==> src/rtl/pcec_pkg.sv <==
package pcec_pkg;

   // ------------------------------------------------------------------
   // Register indices on the plain register port
   // ------------------------------------------------------------------
   localparam logic [3:0] PCEC_IDX_CMD = 4'h0;      // Command word
   localparam logic [3:0] PCEC_IDX_STATUS = 4'h1;   // Status word
   localparam logic [3:0] PCEC_IDX_IRQ_STAT = 4'h2; // Sticky events, read only
   localparam logic [3:0] PCEC_IDX_IRQ_CLR = 4'h3;  // Write one to clear
   localparam logic [3:0] PCEC_IDX_IRQ_EN = 4'h4;   // Interrupt enables

   // ------------------------------------------------------------------
   // Field positions
   // ------------------------------------------------------------------
   localparam int PCEC_CMD_SYS_ERR_EN_BIT = 8;  // System-error drive enable
   localparam int PCEC_CMD_STEP_BIT = 7;   // Stepping control
   localparam int PCEC_CMD_PAR_RESP_BIT = 6;    // Parity error response
   localparam int PCEC_STAT_PAR_FLAG_BIT = 15;  // Detected parity error
   localparam int PCEC_EV_DATA_BIT = 0;    // Data parity error event
   localparam int PCEC_EV_ADDR_BIT = 1;    // Address parity error event
   localparam int PCEC_EV_W = 2;           // Number of interrupt events

   // ------------------------------------------------------------------
   // Values after reset
   // ------------------------------------------------------------------
   localparam logic PCEC_RST_SYS_ERR_EN = 1'h0;
   localparam logic PCEC_RST_STEP_EITHER = 1'h1;
   localparam logic PCEC_RST_PAR_RESP = 1'h0;
   localparam logic PCEC_RST_PAR_FLAG = 1'h0;
   localparam logic [1:0] PCEC_RST_EV = 2'h0;
   localparam logic [15:0] PCEC_RST_WORD = 16'h0000;

   // ------------------------------------------------------------------
   // Stepping capability of the device
   // ------------------------------------------------------------------
   typedef enum logic [2:0] {
      PCEC_STEP_NEVER = 3'h1,
      PCEC_STEP_ALWAYS = 3'h2,
      PCEC_STEP_EITHER = 3'h4
   } pcec_step_e;

   // ------------------------------------------------------------------
   // Carriers
   // ------------------------------------------------------------------
   typedef struct packed {
      logic [31:0] ad;
      logic [3:0] cbe;
   } pcec_bus_s;

   typedef struct packed {
      logic valid;       // Phase to be checked
      logic addr_phase;  // 1 address phase, 0 data phase
      pcec_bus_s bus;    // Sampled address/data and byte enables
      logic par;         // Sampled parity pin
   } pcec_chk_s;

   typedef struct packed {
      logic [3:0] addr;
      logic [15:0] wdata;
      logic wr;
      logic rd;
   } pcec_req_s;

endpackage

==> src/rtl/pcec_parity.sv <==
// Even parity over a word: result makes the total count of ones even
module pcec_parity #(
   parameter int W = 36
) (
   input wire logic [W-1:0] data,
   output logic par
);

   // Plain reduction; cheap enough to keep combinational
   assign par = ^data;

endmodule

==> src/rtl/pcec_top.sv <==
// Added by the designer: the register addresses and the strobed register port.
module pcec_top #(
   parameter pcec_pkg::pcec_step_e STEP_MODE = pcec_pkg::PCEC_STEP_EITHER
) (
   input wire logic clock,
   input wire logic rst_n,
   input wire pcec_pkg::pcec_req_s req,
   output logic [15:0] rdata,
   input wire pcec_pkg::pcec_chk_s chk_pin,
   input wire logic tx_valid,
   input wire pcec_pkg::pcec_bus_s tx_bus,
   output logic par_out,
   output logic par_oe,
   output logic perr_n_out,
   output logic perr_oe,
   output logic serr_n_out,
   output logic serr_oe,
   output logic irq
);

   // ------------------------------------------------------------------
   // Pin synchronisers
   // ------------------------------------------------------------------
   pcec_pkg::pcec_chk_s chk_meta_reg; // First stage, read only by second
   pcec_pkg::pcec_chk_s chk_reg;      // Stable copy for the checker

   // Two flops before the checker sees any pin
   always_ff @(posedge clock or negedge rst_n) begin
      if (!rst_n) begin
         chk_meta_reg <= '0;
         chk_reg <= '0;
      end else begin
         chk_meta_reg <= chk_pin;
         chk_reg <= chk_meta_reg;
      end
   end

   // ------------------------------------------------------------------
   // Command bits
   // ------------------------------------------------------------------
   logic sys_err_en_reg;    // system_error_drive_enable
   logic par_resp_reg;      // parity_error_response
   logic step_rw_reg;  // Writable stepping bit, either-mode only
   logic step_bit;     // stepping_control_bit as seen by software
   logic wr_cmd;       // Write to the command word
   logic wr_stat;      // Write to the status word
   logic wr_clr;       // Write to the interrupt clear word
   logic wr_en;        // Write to the interrupt enable word

   assign wr_cmd = req.wr && (req.addr == pcec_pkg::PCEC_IDX_CMD);
   assign wr_stat = req.wr && (req.addr == pcec_pkg::PCEC_IDX_STATUS);
   assign wr_clr = req.wr && (req.addr == pcec_pkg::PCEC_IDX_IRQ_CLR);
   assign wr_en = req.wr && (req.addr == pcec_pkg::PCEC_IDX_IRQ_EN);

   // Enable bits; both come up cleared so no error signalling by default
   always_ff @(posedge clock or negedge rst_n) begin
      if (!rst_n) begin
         sys_err_en_reg <= pcec_pkg::PCEC_RST_SYS_ERR_EN;
         par_resp_reg <= pcec_pkg::PCEC_RST_PAR_RESP;
      end else if (wr_cmd) begin
         sys_err_en_reg <= req.wdata[pcec_pkg::PCEC_CMD_SYS_ERR_EN_BIT];
         par_resp_reg <= req.wdata[pcec_pkg::PCEC_CMD_PAR_RESP_BIT];
      end
   end

   // Stepping bit is only stored when the device can run both ways
   always_ff @(posedge clock or negedge rst_n) begin
      if (!rst_n) begin
         step_rw_reg <= pcec_pkg::PCEC_RST_STEP_EITHER;
      end else if (wr_cmd && (STEP_MODE == pcec_pkg::PCEC_STEP_EITHER)) begin
         step_rw_reg <= req.wdata[pcec_pkg::PCEC_CMD_STEP_BIT];
      end
   end

   // Fixed-capability parts ignore writes to the stepping bit
   always_comb begin
      case (STEP_MODE)
         pcec_pkg::PCEC_STEP_NEVER: step_bit = 1'b0;
         pcec_pkg::PCEC_STEP_ALWAYS: step_bit = 1'b1;
         pcec_pkg::PCEC_STEP_EITHER: step_bit = step_rw_reg;
         default: step_bit = 1'b0;
      endcase
   end

   // ------------------------------------------------------------------
   // Parity check
   // ------------------------------------------------------------------
   logic chk_calc;   // Parity computed over the sampled phase
   logic par_err;    // Sampled parity pin disagrees
   logic data_err;   // Parity error in a data phase
   logic addr_err;   // Parity error in an address phase

   pcec_parity #(.W(36)) u_chk_par (
      .data(chk_reg.bus),
      .par(chk_calc)
   );

   assign par_err = chk_reg.valid && (chk_calc != chk_reg.par);
   assign data_err = par_err && !chk_reg.addr_phase;
   assign addr_err = par_err && chk_reg.addr_phase;

   // ------------------------------------------------------------------
   // Error signalling
   // ------------------------------------------------------------------
   logic par_flag_reg;  // detected_parity_error_flag

   // PERR# is driven only when the response bit allows it
   always_ff @(posedge clock or negedge rst_n) begin
      if (!rst_n) begin
         perr_oe <= 1'b0;
         perr_n_out <= 1'b1;
      end else begin
         perr_oe <= data_err && par_resp_reg;
         perr_n_out <= !(data_err && par_resp_reg);
      end
   end

   // SERR# needs both enables; the driver is off while its bit is clear
   always_ff @(posedge clock or negedge rst_n) begin
      if (!rst_n) begin
         serr_oe <= 1'b0;
         serr_n_out <= 1'b1;
      end else begin
         serr_oe <= addr_err && sys_err_en_reg && par_resp_reg;
         serr_n_out <= !(addr_err && sys_err_en_reg && par_resp_reg);
      end
   end

   // Flag is set on any detected error whatever the response bit says;
   // a new error in the clearing cycle wins over the clear
   always_ff @(posedge clock or negedge rst_n) begin
      if (!rst_n) begin
         par_flag_reg <= pcec_pkg::PCEC_RST_PAR_FLAG;
      end else if (par_err) begin
         par_flag_reg <= 1'b1;
      end else if (wr_stat && req.wdata[pcec_pkg::PCEC_STAT_PAR_FLAG_BIT]) begin
         par_flag_reg <= 1'b0;
      end
   end

   // ------------------------------------------------------------------
   // Parity generation
   // ------------------------------------------------------------------
   logic tx_calc;  // Parity of the outgoing phase

   pcec_parity #(.W(36)) u_tx_par (
      .data(tx_bus),
      .par(tx_calc)
   );

   // Generated for every driven phase, independent of checking enables
   always_ff @(posedge clock or negedge rst_n) begin
      if (!rst_n) begin
         par_out <= 1'b0;
         par_oe <= 1'b0;
      end else begin
         par_out <= tx_valid ? tx_calc : 1'b0;
         par_oe <= tx_valid;
      end
   end

   // ------------------------------------------------------------------
   // Interrupts
   // ------------------------------------------------------------------
   logic [1:0] ev_reg;  // Sticky event bits
   logic [1:0] en_reg;  // Interrupt enables
   logic [1:0] ev_set;  // Events of this cycle

   assign ev_set = {addr_err, data_err};

   // Set beats clear so an event in the clearing cycle survives
   always_ff @(posedge clock or negedge rst_n) begin
      if (!rst_n) begin
         ev_reg <= pcec_pkg::PCEC_RST_EV;
      end else begin
         ev_reg <= ev_set | (ev_reg & ~(wr_clr ? req.wdata[1:0] : 2'h0));
      end
   end

   // Enables only steer the output, never the sticky bits
   always_ff @(posedge clock or negedge rst_n) begin
      if (!rst_n) begin
         en_reg <= pcec_pkg::PCEC_RST_EV;
      end else if (wr_en) begin
         en_reg <= req.wdata[1:0];
      end
   end

   // Level output; follows the sticky bits one cycle later
   always_ff @(posedge clock or negedge rst_n) begin
      if (!rst_n) begin
         irq <= 1'b0;
      end else begin
         irq <= |(ev_reg & en_reg);
      end
   end

   // ------------------------------------------------------------------
   // Read data
   // ------------------------------------------------------------------
   logic [15:0] rd_next;  // Word selected by the read address

   // Unmapped offsets and the write-only clear word read as zero
   always_comb begin
      rd_next = pcec_pkg::PCEC_RST_WORD;
      case (req.addr)
         pcec_pkg::PCEC_IDX_CMD: begin
            rd_next[pcec_pkg::PCEC_CMD_SYS_ERR_EN_BIT] = sys_err_en_reg;
            rd_next[pcec_pkg::PCEC_CMD_STEP_BIT] = step_bit;
            rd_next[pcec_pkg::PCEC_CMD_PAR_RESP_BIT] = par_resp_reg;
         end
         pcec_pkg::PCEC_IDX_STATUS: begin
            rd_next[pcec_pkg::PCEC_STAT_PAR_FLAG_BIT] = par_flag_reg;
         end
         pcec_pkg::PCEC_IDX_IRQ_STAT: rd_next[1:0] = ev_reg;
         pcec_pkg::PCEC_IDX_IRQ_EN: rd_next[1:0] = en_reg;
         default: rd_next = pcec_pkg::PCEC_RST_WORD;
      endcase
   end

   // Data stand only in the cycle after the read strobe
   always_ff @(posedge clock or negedge rst_n) begin
      if (!rst_n) begin
         rdata <= pcec_pkg::PCEC_RST_WORD;
      end else begin
         rdata <= req.rd ? rd_next : pcec_pkg::PCEC_RST_WORD;
      end
   end
endmodule

==> config.mk <==
export PLATFORM = sky130hd
export DESIGN_NAME = pcec_top
export DESIGN_NICKNAME = d
export VERILOG_FILES = /design/src/rtl/pcec_pkg.sv /design/src/rtl/pcec_parity.sv /design/src/rtl/pcec_top.sv
export SDC_FILE = /design/constraint.sdc
export NUM_CORES = 1
export LEC_CHECK = 0
export BUFFER_PORTS_ARGS = -buffer_cell sky130_fd_sc_hd__buf_2
export CORE_MARGIN = 5
export CORE_UTILIZATION = 44
export CTS_CLUSTER_SIZE = 40
export DETAILED_ROUTE_END_ITERATION = 10
export PLACE_DENSITY = 0.75
export SLEW_MARGIN = 0
export SYNTH_ARGS = -nofsm -noshare
export SYNTH_HDL_FRONTEND = slang
export SYNTH_SLANG_ARGS = --single-unit
==> constraint.sdc <==
create_clock -name clock -period 1.74 [get_ports clock]
set_input_delay 0.174 -clock clock [delete_from_list [all_inputs] [get_ports clock]]
set_output_delay 0.174 -clock clock [all_outputs]
set_load 0.02 [all_outputs]
# --- Word level (Yosys, flattened, before mapping) ---
# Cells that the tools add are included.
classes:
  n_eq_ne: 5
  shift: 0
  n_reduce_logical: 19
  mul: 0
  add_sub_neg: 0
  bitwise: 4
  div_mod_pow: 0
  mux: 8
  order_cmp: 0
ops:
  columns: ["cell", "count"]
  rows:
  - ["$reduce_xor 36->1", 2]
  - ["$mux 16", 1]
  - ["$logic_and 1x1->1", 11]
  - ["$eq 4x2->1 const B", 2]
  - ["$and 2x2->2", 2]
  - ["$eq 4x1->1 const B", 1]
  - ["$eq 4x3->1 const B", 1]
  - ["$logic_not 4->1", 1]
  - ["$mux 1", 4]
  - ["$pmux 2 s2", 1]
  - ["$logic_not 1->1", 3]
  - ["$mux 3", 1]
  - ["$mux 2", 1]
  - ["$not 2->2", 1]
  - ["$or 2x2->2", 1]
  - ["$reduce_bool 2->1", 1]
  - ["$reduce_or 2->1", 1]
  - ["$ne 1x1->1", 1]
totals:
  latch_bits: 0
  reg_bits: 109
  mem_bits_rw: 0
  memories: 0
  rom_bits: 0
  wordCells: 60

# --- Depth between registers and ports, before layout ---
# Gate-level depths: netlist of the first run.
depth:
  word_depth: 7
  depth_mapped: 6
  depth_no_buf: 6

# --- By module ---
# A second synthesis of the first run with hierarchy kept.
hier_totals:
  cells_unflattened: 216
  hier_area_um2: 3469.6
by_module_without_submodules:
  columns: ["module", "n_inst", "cells_each", "area_per_inst_um2"]
  rows:
  - ["pcec_top", 1, 148, 2846.5]
  - ["pcec_parity", 2, 34, 311.5]

# --- Worst setup path after synthesis of the first run ---
# No wires, ideal clock.
synth_path:
  path_type: "reg-to-reg"
  from: "register chk_reg[21] (netlist name)"
  to: "register serr_n_out"
  slack_ns: -0.127
  t_arrival_ns: 1.785
  path_buffers: 0
  path_stages_with_launch: 7
  cell_sequence: "dfrtp_1 xor2_1 xnor2_1 xnor2_1 xnor3_1 mux2_4 or2_1"
synth_between:
  elab_chain_cells: 7
synth_rtl:
  columns: ["item", "line", "source"]
  rows:
  - ["from (decl)", "pcec_top.sv:25", "pcec_pkg::pcec_chk_s chk_reg;"]
  - ["from (signal assigned)", "pcec_top.sv:34", "chk_reg <= chk_meta_reg;"]
  - ["$reduce_xor 36->1", "pcec_parity.sv:10", "assign par = ^data;"]
  - ["$ne 1x1->1", "pcec_top.sv:98", "assign par_err = chk_reg.valid && (chk_calc != chk_reg.par);"]
  - ["$logic_and 1x1->1", "pcec_top.sv:98", null]
  - ["$logic_and 1x1->1", "pcec_top.sv:100", "assign addr_err = par_err && chk_reg.addr_phase;"]
  - ["$logic_and 1x1->1 (2 in series)", "pcec_top.sv:125", "serr_n_out <= !(addr_err && sys_err_en_reg && par_resp_reg);"]
  - ["$logic_not 1->1", "pcec_top.sv:125", null]
  - ["to (signal assigned)", "pcec_top.sv:125", null]
  - ["to (decl)", "pcec_top.sv:16", "output logic serr_n_out,"]
# No other way between the ends.
# A chain may end at the register's enable or synchronous reset.

# --- Final worst setup path of the first run ---
layout_path:
  from: "register chk_reg[25] (netlist name)"
  to: "register serr_n_out"
# Same word-level chain as after synthesis.

==> results of run 1 <==
-- area by class of cell --
class                   instances  area (sq um)  share of cell area [%]
clock buffers                  11           151                    3.14
clock inverters                 5           106                    2.20
inverters                       1          3.75                  0.0777
multi-input cells             117          1000                    20.7
flip-flops and latches         99          2480                    51.4
well taps                     102           128                    2.64
repair buffers                146           958                    19.8
-- metal layers --
metal  GRT usage [%]  vias up
met5               0        -
met1            16.3      969
met3            3.96       10
li1                -      984
met4            6.30        0
met2            25.2       91
-- synth_stat cells --
| master | count | share of area, % |
|---|---|---|
| mux2_4 | 1 | 0.43 |
| o21ai_0 | 2 | 0.29 |
| and2_1 | 4 | 0.72 |
| nor4b_1 | 1 | 0.25 |
| nor2_1 | 4 | 0.43 |
| inv_1 | 1 | 0.11 |
| nor3_1 | 1 | 0.14 |
| dfrtp_1 | 96 | 69 |
| conb_1 | 1 | 0.11 |
| nor2b_1 | 3 | 0.54 |
| nand4_1 | 2 | 0.36 |
| and3_1 | 1 | 0.18 |
| or2_1 | 1 | 0.18 |
| xnor3_1 | 5 | 3.2 |
| a22o_1 | 1 | 0.25 |
| dfstp_2 | 3 | 2.3 |
| nand3b_1 | 1 | 0.22 |
| nand3_1 | 2 | 0.29 |
| nand2b_1 | 1 | 0.18 |
| buf_4 | 10 | 2.2 |
| xor2_1 | 7 | 1.8 |
| a22oi_1 | 2 | 0.43 |
| and3b_1 | 1 | 0.25 |
| nand2_1 | 6 | 0.65 |
| nor3b_1 | 1 | 0.22 |
| xnor2_1 | 53 | 13 |
| mux2_2 | 5 | 1.6 |
| nand4b_1 | 1 | 0.25 |
| nor3b_2 | 1 | 0.36 |
-- logic make-up after synthesis --
logic type | after synthesis
mux | 6
buf+inv | 11
xor+xnor | 65
simple gates | 31
compound gates | 5
flops | 99
other cells | 1
-- placed cells by master (no fill, tap or decap), types with 2 or more instances in the layout --
| cell type | n |
|---|---|
| mux2_2 | 5 |
| bufinv_16 | 3 |
| xor2_1 | 7 |
| xnor3_1 | 5 |
| buf_2 | 101 |
| a22oi_1 | 2 |
| buf_4 | 3 |
| dfstp_2 | 3 |
| nor2_1 | 4 |
| o21ai_0 | 2 |
| clkbuf_8 | 11 |
| dfrtp_1 | 96 |
| conb_1 | 10 |
| nand4_1 | 2 |
| nor2b_1 | 3 |
| xnor2_1 | 48 |
| nand3_1 | 2 |
| xnor2_2 | 5 |
| and2_1 | 4 |
| dlygate4sd3_1 | 41 |
| nand2_1 | 6 |
-- worst max-delay path, cell delays in order (launching register included) --
cell and delay, ps:
dfrtp_1 380, xnor3_1 380, xnor3_1 230, xnor3_1 260, nand2b_1 160, mux2_4 300, or2_1 210
-- worst paths after layout --
kind	start	to
max in group asynchronous	rst_n	step_bit
setup reg to reg	chk_reg[25]	serr_n_out
hold / removal	req[10]	sys_err_en_reg
min in group asynchronous	rst_n	chk_reg[25]
setup / recovery	chk_reg[25]	serr_n_out
hold reg to reg	chk_meta_reg[13]	chk_reg[13]
-- report_power, final --
part,switching (uW),internal (uW),leakage [uW],total [uW]
clock,747,1040,0.000126,1790
sequential,84.9,2480,0.00116,2570
combinational,426,581,0.000999,1010
-- metrics by stage --
stage	instances	utilization (%)
floorplan	227	-
CTS	481	62.4
detailed placement	424	53.4
global placement	424	53.4
global route	481	62.5
finish	481	62.5
-- what timing repair did --
action                                 CTS  global route
setup buffers                            0             0
endpoints found under the hold margin   61             0
cloned                                   0             0
pin swaps                                3             2
setup endpoints to repair                7             7
hold buffers                            41             0
resized for setup                        4             1
==> impl_metrics.toml, run 1 <==
[logic_synthesis]
ys_seq_area_share_pct = 71.1
synth_cells = 218
yosys_warnings = 0
yosys.area_share.simple_pct = 5.20
muxShareOfSynthArea_pct = 2.04
synth-compound-area-share_pct = 0.968
synth_cell_types = 29
synth_top_family_by_area = "XOR/XNOR gates"
ys_ff_latch = 99
synth-adder-area-share_pct = 0
synth_area_per_cell_sq_um = 16.0
synth-xor-area-share_pct = 18.3
syn-cell-area_sq_um = 3490

[grt]
grt_antenna_before_repair = 0
grt_pass1_wl_um = 10800
grt_usage_pct = 14.4
overflow = 0
grt_max_degree = 43
grt_pass1_vias = 2300

[sta]
finalSetupViolCount = 7
hold_viol = 0
max_freq_ghz = 0.502
setup_slack_ps = -252
min_period_ps = 1990
rsz0062_at_grt = "true"
fin_crit_sh_pct = 115
tns_ps = -1310
fin_hold_ws_ps = 57.5
slew_violations = 0
finClkSkew_ps = 6.91

[clock_tree]
ctsLongestPathBuffers = 2
cts_tree = "done"
htreeDepth = 3
clock_sinks = 99
cts_buffers = 9
clk_transition_reported_paths_ps = 90
clockRootBuffer = "clkbuf_8"
clk_latency_ps = 340

[setup_path]
worstRegToRegCells = 6
start_kind = "flip-flop"
arrival_ps = 2270
crit_fanout = 7
required_ps = 2020
timing_worst_setup_path_type = "reg2reg"
crit_path_end_kind = "flip-flop"
r2r_slack_ps = -250

[cells_and_area]
n_antenna_cell = 0
final_cell_area_sq_um = 4830
fillers = 604
layout-drive-gt1-share_pct = 35.9
area_growth_pct = 38.4
nNetsFinal = 474

[routing]
top_layer = "met4"
dr_wl_met2_um = 3310
vias_per_cell = 4.27
first_pass_iters = 4
wl_met1_um = 2470
drt-wirelength-per-cell_um = 13.2
drt_iter0_markers = 25
dr_wl_met3_um = 467
ant_nets = 0
drcViolationCount = 0
routed_wl_um = 6350
vias = 2054

[placement]
pre_cts_ws_ps = -285
placed_area_sq_um = 4120
dp_hpwl_um = 4420
gp_congestion = 0.766
io_buffers = 102

[flow_run]
drv_cap = 0

[floorplanning]
die_y_um = 99.0
start_util_pct = 45.1
rows = 32
core_sq_um = 7730
die_x_um = 99.0
ios = 123
dieArea_sq_um = 9810

[outcome]
violations = "negative setup slack"
status = "finished with violations"

[hold_path]
hold_class = "in2reg"
holdPathStages = 2

[power_and_ir_drop]
power_density_nw_per_um2 = 1110
ir_drop_mv = 0.397
p_leak_uw = 0.00229
power_uw = 5360
(Power assumes the default switching activity.)
==> run 2: changes to the inputs <==
--- a/config.mk
+++ b/config.mk
@@ -10,6 +10,7 @@
 export CORE_UTILIZATION = 44
 export CTS_CLUSTER_SIZE = 40
 export DETAILED_ROUTE_END_ITERATION = 10
+export GPL_TIMING_DRIVEN = 0
 export PLACE_DENSITY = 0.75
 export SLEW_MARGIN = 0
 export SYNTH_ARGS = -nofsm -noshare
==> run 2 against run 1 <==
- the run still ends with negative setup slack left
- global-route usage fell by 0.12 points
- worst setup slack got worse by 12 ps
- clock power fell by 24%
- hold slack improved by 1.5 ps
- via count rose by 0.73%
- fmax fell by 0.60%
- sequential power barely moved
- clock skew rose by 4.6 ps
- register-to-register slack barely moved
- flip-flop and latch count did not move
- combinational power rose by 6%
- wire length rose by 2.4%
- critical path type unchanged
- critical endpoint unchanged
- largest cell class unchanged
==> impl_metrics.toml, run 2 (same netlist as run 1, synthesis figures left out) <==
[setup_path]
crit_path_end_kind = "flip-flop"
required_ps = 2020
start_kind = "flip-flop"
cp_slowest_cell = "xnor3_1"
crit_fanout = 7
arrival_ps = 2280
worstRegToRegCells = 6
timing_worst_setup_path_type = "reg2reg"
cpMostUsedCell = "xnor2_1"
cp_cell_sequence = "xnor2_2 > xnor2_1 > xnor2_1 > xnor3_1 > mux2_4 > or2_1"
r2r_end = "serr_n_out"
r2r_slack_ps = -260
r2r-start = "chk_reg[18]"
critPathMaxStageDelay_ps = 440

[sta]
tightestPinTransition_ps = 552
hold_viol = 0
fin_crit_sh_pct = 115
min_period_ps = 2000
finClkSkew_ps = 11.5
setup_slack_ps = -264
fin_hold_ws_ps = 59.0
finalSetupViolCount = 7
slew_violations = 0
slew_headroom_pct = 63.2
rsz0062_at_grt = "true"
max_freq_ghz = 0.499

[hold_path]
min_to = "step_bit"
holdPathStages = 2
min-delay-start = "req[9]"
hold_class = "in2reg"

[placement]
gp_congestion = 0.760
dp_hpwl_um = 4310
placed_area_sq_um = 4190
io_buffers = 102

[power_and_ir_drop]
switchingPower_uw = 1310
power_density_nw_per_um2 = 1030
power_frac_clock_pct = 27.1
power.internal_uw = 3700
seqPwrFrac_pct = 51.4
ir_drop_mv = 0.513
netSwitchingFraction_pct = 26.1
p_comb_share_pct = 21.4
p_leak_uw = 0.00232

[floorplanning]
rows = 32
die_y_um = 99.0
ios = 123
start_util_pct = 45.1
core_sq_um = 7730
dieArea_sq_um = 9810
die_x_um = 99.0

[clock_tree]
clockRootBuffer = "clkbuf_8"
clock_sinks = 99
cts_tree = "done"
ctsLongestPathBuffers = 2
htreeDepth = 3
clk_transition_reported_paths_ps = 100
cts_buffers = 9
clk_latency_ps = 350

[routing]
drt-wirelength-per-cell_um = 13.3
drt_iter0_markers = 23
ant_nets = 0
drcViolationCount = 0
routed_wl_um = 6500
vias = 2069
first_pass_iters = 4
vias_per_cell = 4.22

[flow_run]
drv_cap = 0

[grt]
grt_usage_pct = 14.2
overflow = 0
grt_pass1_vias = 2282
grt_max_degree = 57
grt_pass1_wl_um = 10800
grt_antenna_before_repair = 0

[cells_and_area]
final_cell_area_sq_um = 4850
nNetsFinal = 483
final_common_cell = "buf_2"
area_growth_pct = 39.0
final_cell_mix = "101 x buf_2, 96 x dfrtp_1, 47 x xnor2_1, 41 x dlygate4sd3_1, 12 x buf_4"
layout-drive-gt1-share_pct = 37.9
n_antenna_cell = 0

[outcome]
status = "finished with violations"
violations = "negative setup slack"
[run 2: layout make-up]
cell class	count	area, sq um
inverter	1	3.75
clock buffer	11	141
buffer	10	75.1
sequential	99	2480
multi-input combinational	117	1020
tap	102	128
clock inverter	5	43.8
fill	591	2880
timing repair buffer	145	958
[run 2: how the worst max path moves through the flow]
stage                     cells past startpoint   startpoint          to  slack, ps
after floorplan                               6  chk_reg[18]  serr_n_out        -90
after global placement                        1        rst_n      par_oe       -310
after detailed placement                      6  chk_reg[13]  serr_n_out       -260
after CTS                                     6  chk_reg[13]  serr_n_out       -260
after global routing                          6  chk_reg[18]  serr_n_out       -340
final                                         6  chk_reg[18]  serr_n_out       -260
[run 2: repair_timing]
item,4_1_cts,5_1_grt
buffers inserted,1,0
gates resized for setup,4,5
pin swaps,2,6
hold buffers,41,0
endpoints found under the hold margin,83,0
endpoints found under the setup margin,7,7
cloned,0,0
[run 2: worst max-delay path: cells and delay by family (launching register included)]
kind             cells  cell delay (ps)
XOR/XNOR             4              960
flip-flops           1              410
multiplexers         1              350
AND/OR/NAND/NOR      1              210
[run 2: metrics by stage]
| step | std cells | setup WS, ps | TNS (ps) | total power (uW) | utilization (%) |
|---|---|---|---|---|---|
| 4_1_cts | 490 | -264 | -1470 | 5040 | 62.4 |
| 3_5_place_dp | 432 | -264 | -1350 | 3560 | 54.2 |
| 2_1_floorplan | 227 | -92.7 | -201 | 3260 | - |
| 5_1_grt | 490 | -340 | -2070 | 5290 | 62.7 |
| 6_report | 490 | -264 | -1450 | 5000 | 62.7 |
| 3_3_place_gp | 431 | -314 | -30550 | 3520 | 53.8 |
[run 2: power groups by stage]
stage	clock network (uW)	registers [uW]	logic [uW]
after floorplan	0	2640	615
after global placement	0	2600	919
after detailed placement	0	2620	944
after CTS	1410	2570	1060
after global routing	1520	2590	1180
final	1360	2570	1070
[run 2: per-layer routing]
metal / GRT usage [%] / wire length [um] / share of wire, %
met1: 16.7 / 2530 / 39
met2: 24.6 / 3390 / 52
met3: 4.95 / 534 / 8.2
met4: 4.20 / 44 / 0.68
met5: 0 / 0 / 0
==> run 3: changes to the inputs <==
--- a/config.mk
+++ b/config.mk
@@ -12,6 +12,7 @@
 export DETAILED_ROUTE_END_ITERATION = 10
 export GPL_TIMING_DRIVEN = 0
 export PLACE_DENSITY = 0.75
+export RECOVER_POWER = 100
 export SLEW_MARGIN = 0
 export SYNTH_ARGS = -nofsm -noshare
 export SYNTH_HDL_FRONTEND = slang
==> run 3 against run 2 <==
- the run still ends with negative setup slack left
- fmax increased by 0.14%
- clock power about the same
- flip-flop and latch count unchanged
- critical endpoint unchanged
- critical path type unchanged
- cell count unchanged
- worst setup slack improved by 2.8 ps
- sequential share of layout area increased by 0.36 points
- non-clock buffer count unchanged
- highest routed layer unchanged
==> impl_metrics.toml, run 3 (same netlist as run 1, synthesis figures left out) <==
[clock_tree]
clk_transition_reported_paths_ps = 100
htreeDepth = 3
clk_latency_ps = 350
clock_sinks = 99
ctsLongestPathBuffers = 2
clockRootBuffer = "clkbuf_8"
cts_tree = "done"
cts_buffers = 9

[power_and_ir_drop]
p_leak_uw = 0.00226
ir_drop_mv = 0.477
power_uw = 4990
power_density_nw_per_um2 = 1040

[sta]
max_freq_ghz = 0.500
fin_crit_sh_pct = 115
slew_headroom_pct = 30.2
min_period_ps = 2000
setup_slack_ps = -262
tns_ps = -1440
slew_violations = 0
hold_viol = 0
finalSetupViolCount = 7
rsz0062_at_grt = "true"
finClkSkew_ps = 11.8
tightestPinTransition_ps = 1050

[setup_path]
crit_fanout = 7
worstRegToRegCells = 6
required_ps = 2020
arrival_ps = 2280
critPathLaunch = "chk_reg[18]"
critical_path.endpoint = "serr_n_out"
r2r-start = "chk_reg[18]"
crit_path_end_kind = "flip-flop"
timing_worst_setup_path_type = "reg2reg"
r2r_slack_ps = -260
r2r_end = "serr_n_out"
start_kind = "flip-flop"

[cells_and_area]
area_growth_pct = 38.0
nNetsFinal = 483
final_cell_mix = "96 x dfrtp_1, 86 x buf_2, 47 x xnor2_1, 41 x dlygate4sd3_1, 16 x clkbuf_1"
fillers = 602
layout-drive-gt1-share_pct = 34.0
fin_util_pct = 62.3
n_antenna_cell = 0
final_common_cell = "dfrtp_1"

[floorplanning]
core_sq_um = 7730
die_x_um = 99.0
dieArea_sq_um = 9810
start_util_pct = 45.1
die_y_um = 99.0
rows = 32
ios = 123

[routing]
routed_wl_um = 6500
drcViolationCount = 0
drt-wirelength-per-cell_um = 13.3
vias_per_cell = 4.24
drt_iter0_markers = 23
first_pass_iters = 4
ant_nets = 0
vias = 2076

[placement]
dp_hpwl_um = 4310
io_buffers = 102
gp_congestion = 0.760

[grt]
overflow = 0
grt_pass1_vias = 2282
grt_pass1_wl_um = 10800
grt_antenna_before_repair = 0
grt_usage_pct = 14.2
grt_max_degree = 57

[hold_path]
hold_class = "in2reg"

[outcome]
status = "finished with violations"
violations = "negative setup slack"

[flow_run]
drv_cap = 0
==> run 3: cell types whose count changed in the layout (fill, tap and decap cells not counted), sizes merged <==
cell | previous run | this run
clkbuf | 11 | 27
buf | 114 | 98
==> run 3: critical path, cell delays in order (launching register included) <==
cell and delay, ps:
dfrtp_1 410, xnor2_2 150, xnor2_1 220, xnor2_1 150, xnor3_1 440, mux2_4 350, or2_1 210
==> run 3: worst min-delay path by stage <==
stage / start / end / slack, ps / cells past startpoint
2_1_floorplan: rst_n / chk_meta_reg[0] / -120 / 0
3_3_place_gp: chk_pin[8] / chk_meta_reg[8] / 280 / 1
3_5_place_dp: rst_n / chk_reg[25] / 200 / 1
4_1_cts: req[9] / step_bit / 40 / 2
5_1_grt: req[9] / step_bit / 30 / 2
6_report: req[9] / step_bit / 60 / 2
==> run 3: per-layer routing <==
metal	wire length (um)	up-vias	track usage [%]
met5	0	-	0
met4	44	0	4.20
met3	543	4	4.95
met2	3380	87	24.6
met1	2540	982	16.7
li1	-	1003	-
==> run 3: cell type report <==
cell class	count	area, sq um	share of cell area, %
inverter	1	3.75	0.0780
clock buffer	11	141	2.94
sequential	99	2480	51.5
buffer	10	75.1	1.56
timing repair buffer	145	925	19.2
tap	102	128	2.65
clock inverter	5	43.8	0.910
multi-input combinational	117	1020	21.1
==> run 3: metrics by stage <==
step | hold WS, ps | std cells | area (sq um) | setup WS, ps
4_1_cts | 41.9 | 490 | 4820 | -264
5_1_grt | 34.9 | 490 | 4810 | -340
3_3_place_gp | 282 | 431 | 4160 | -314
6_report | 59.7 | 490 | 4810 | -262
2_1_floorplan | -122 | 227 | 3520 | -92.7
3_5_place_dp | 200 | 432 | 4190 | -264
==> run 3: repair_timing <==
action,CTS,global route
cloned,0,0
hold endpoints to repair,83,0
pin swaps,2,6
endpoints found under the setup margin,7,7
hold buffers,41,0
gates resized for setup,4,5
setup buffers,1,0
==> run 3: power by group <==
part | internal (uW) | switching [uW] | leakage, uW
clock network | 580 | 779 | 0.0000885
logic | 614 | 440 | 0.00100
registers | 2490 | 90.1 | 0.00116
total | 3680 | 1310 | 0.00226
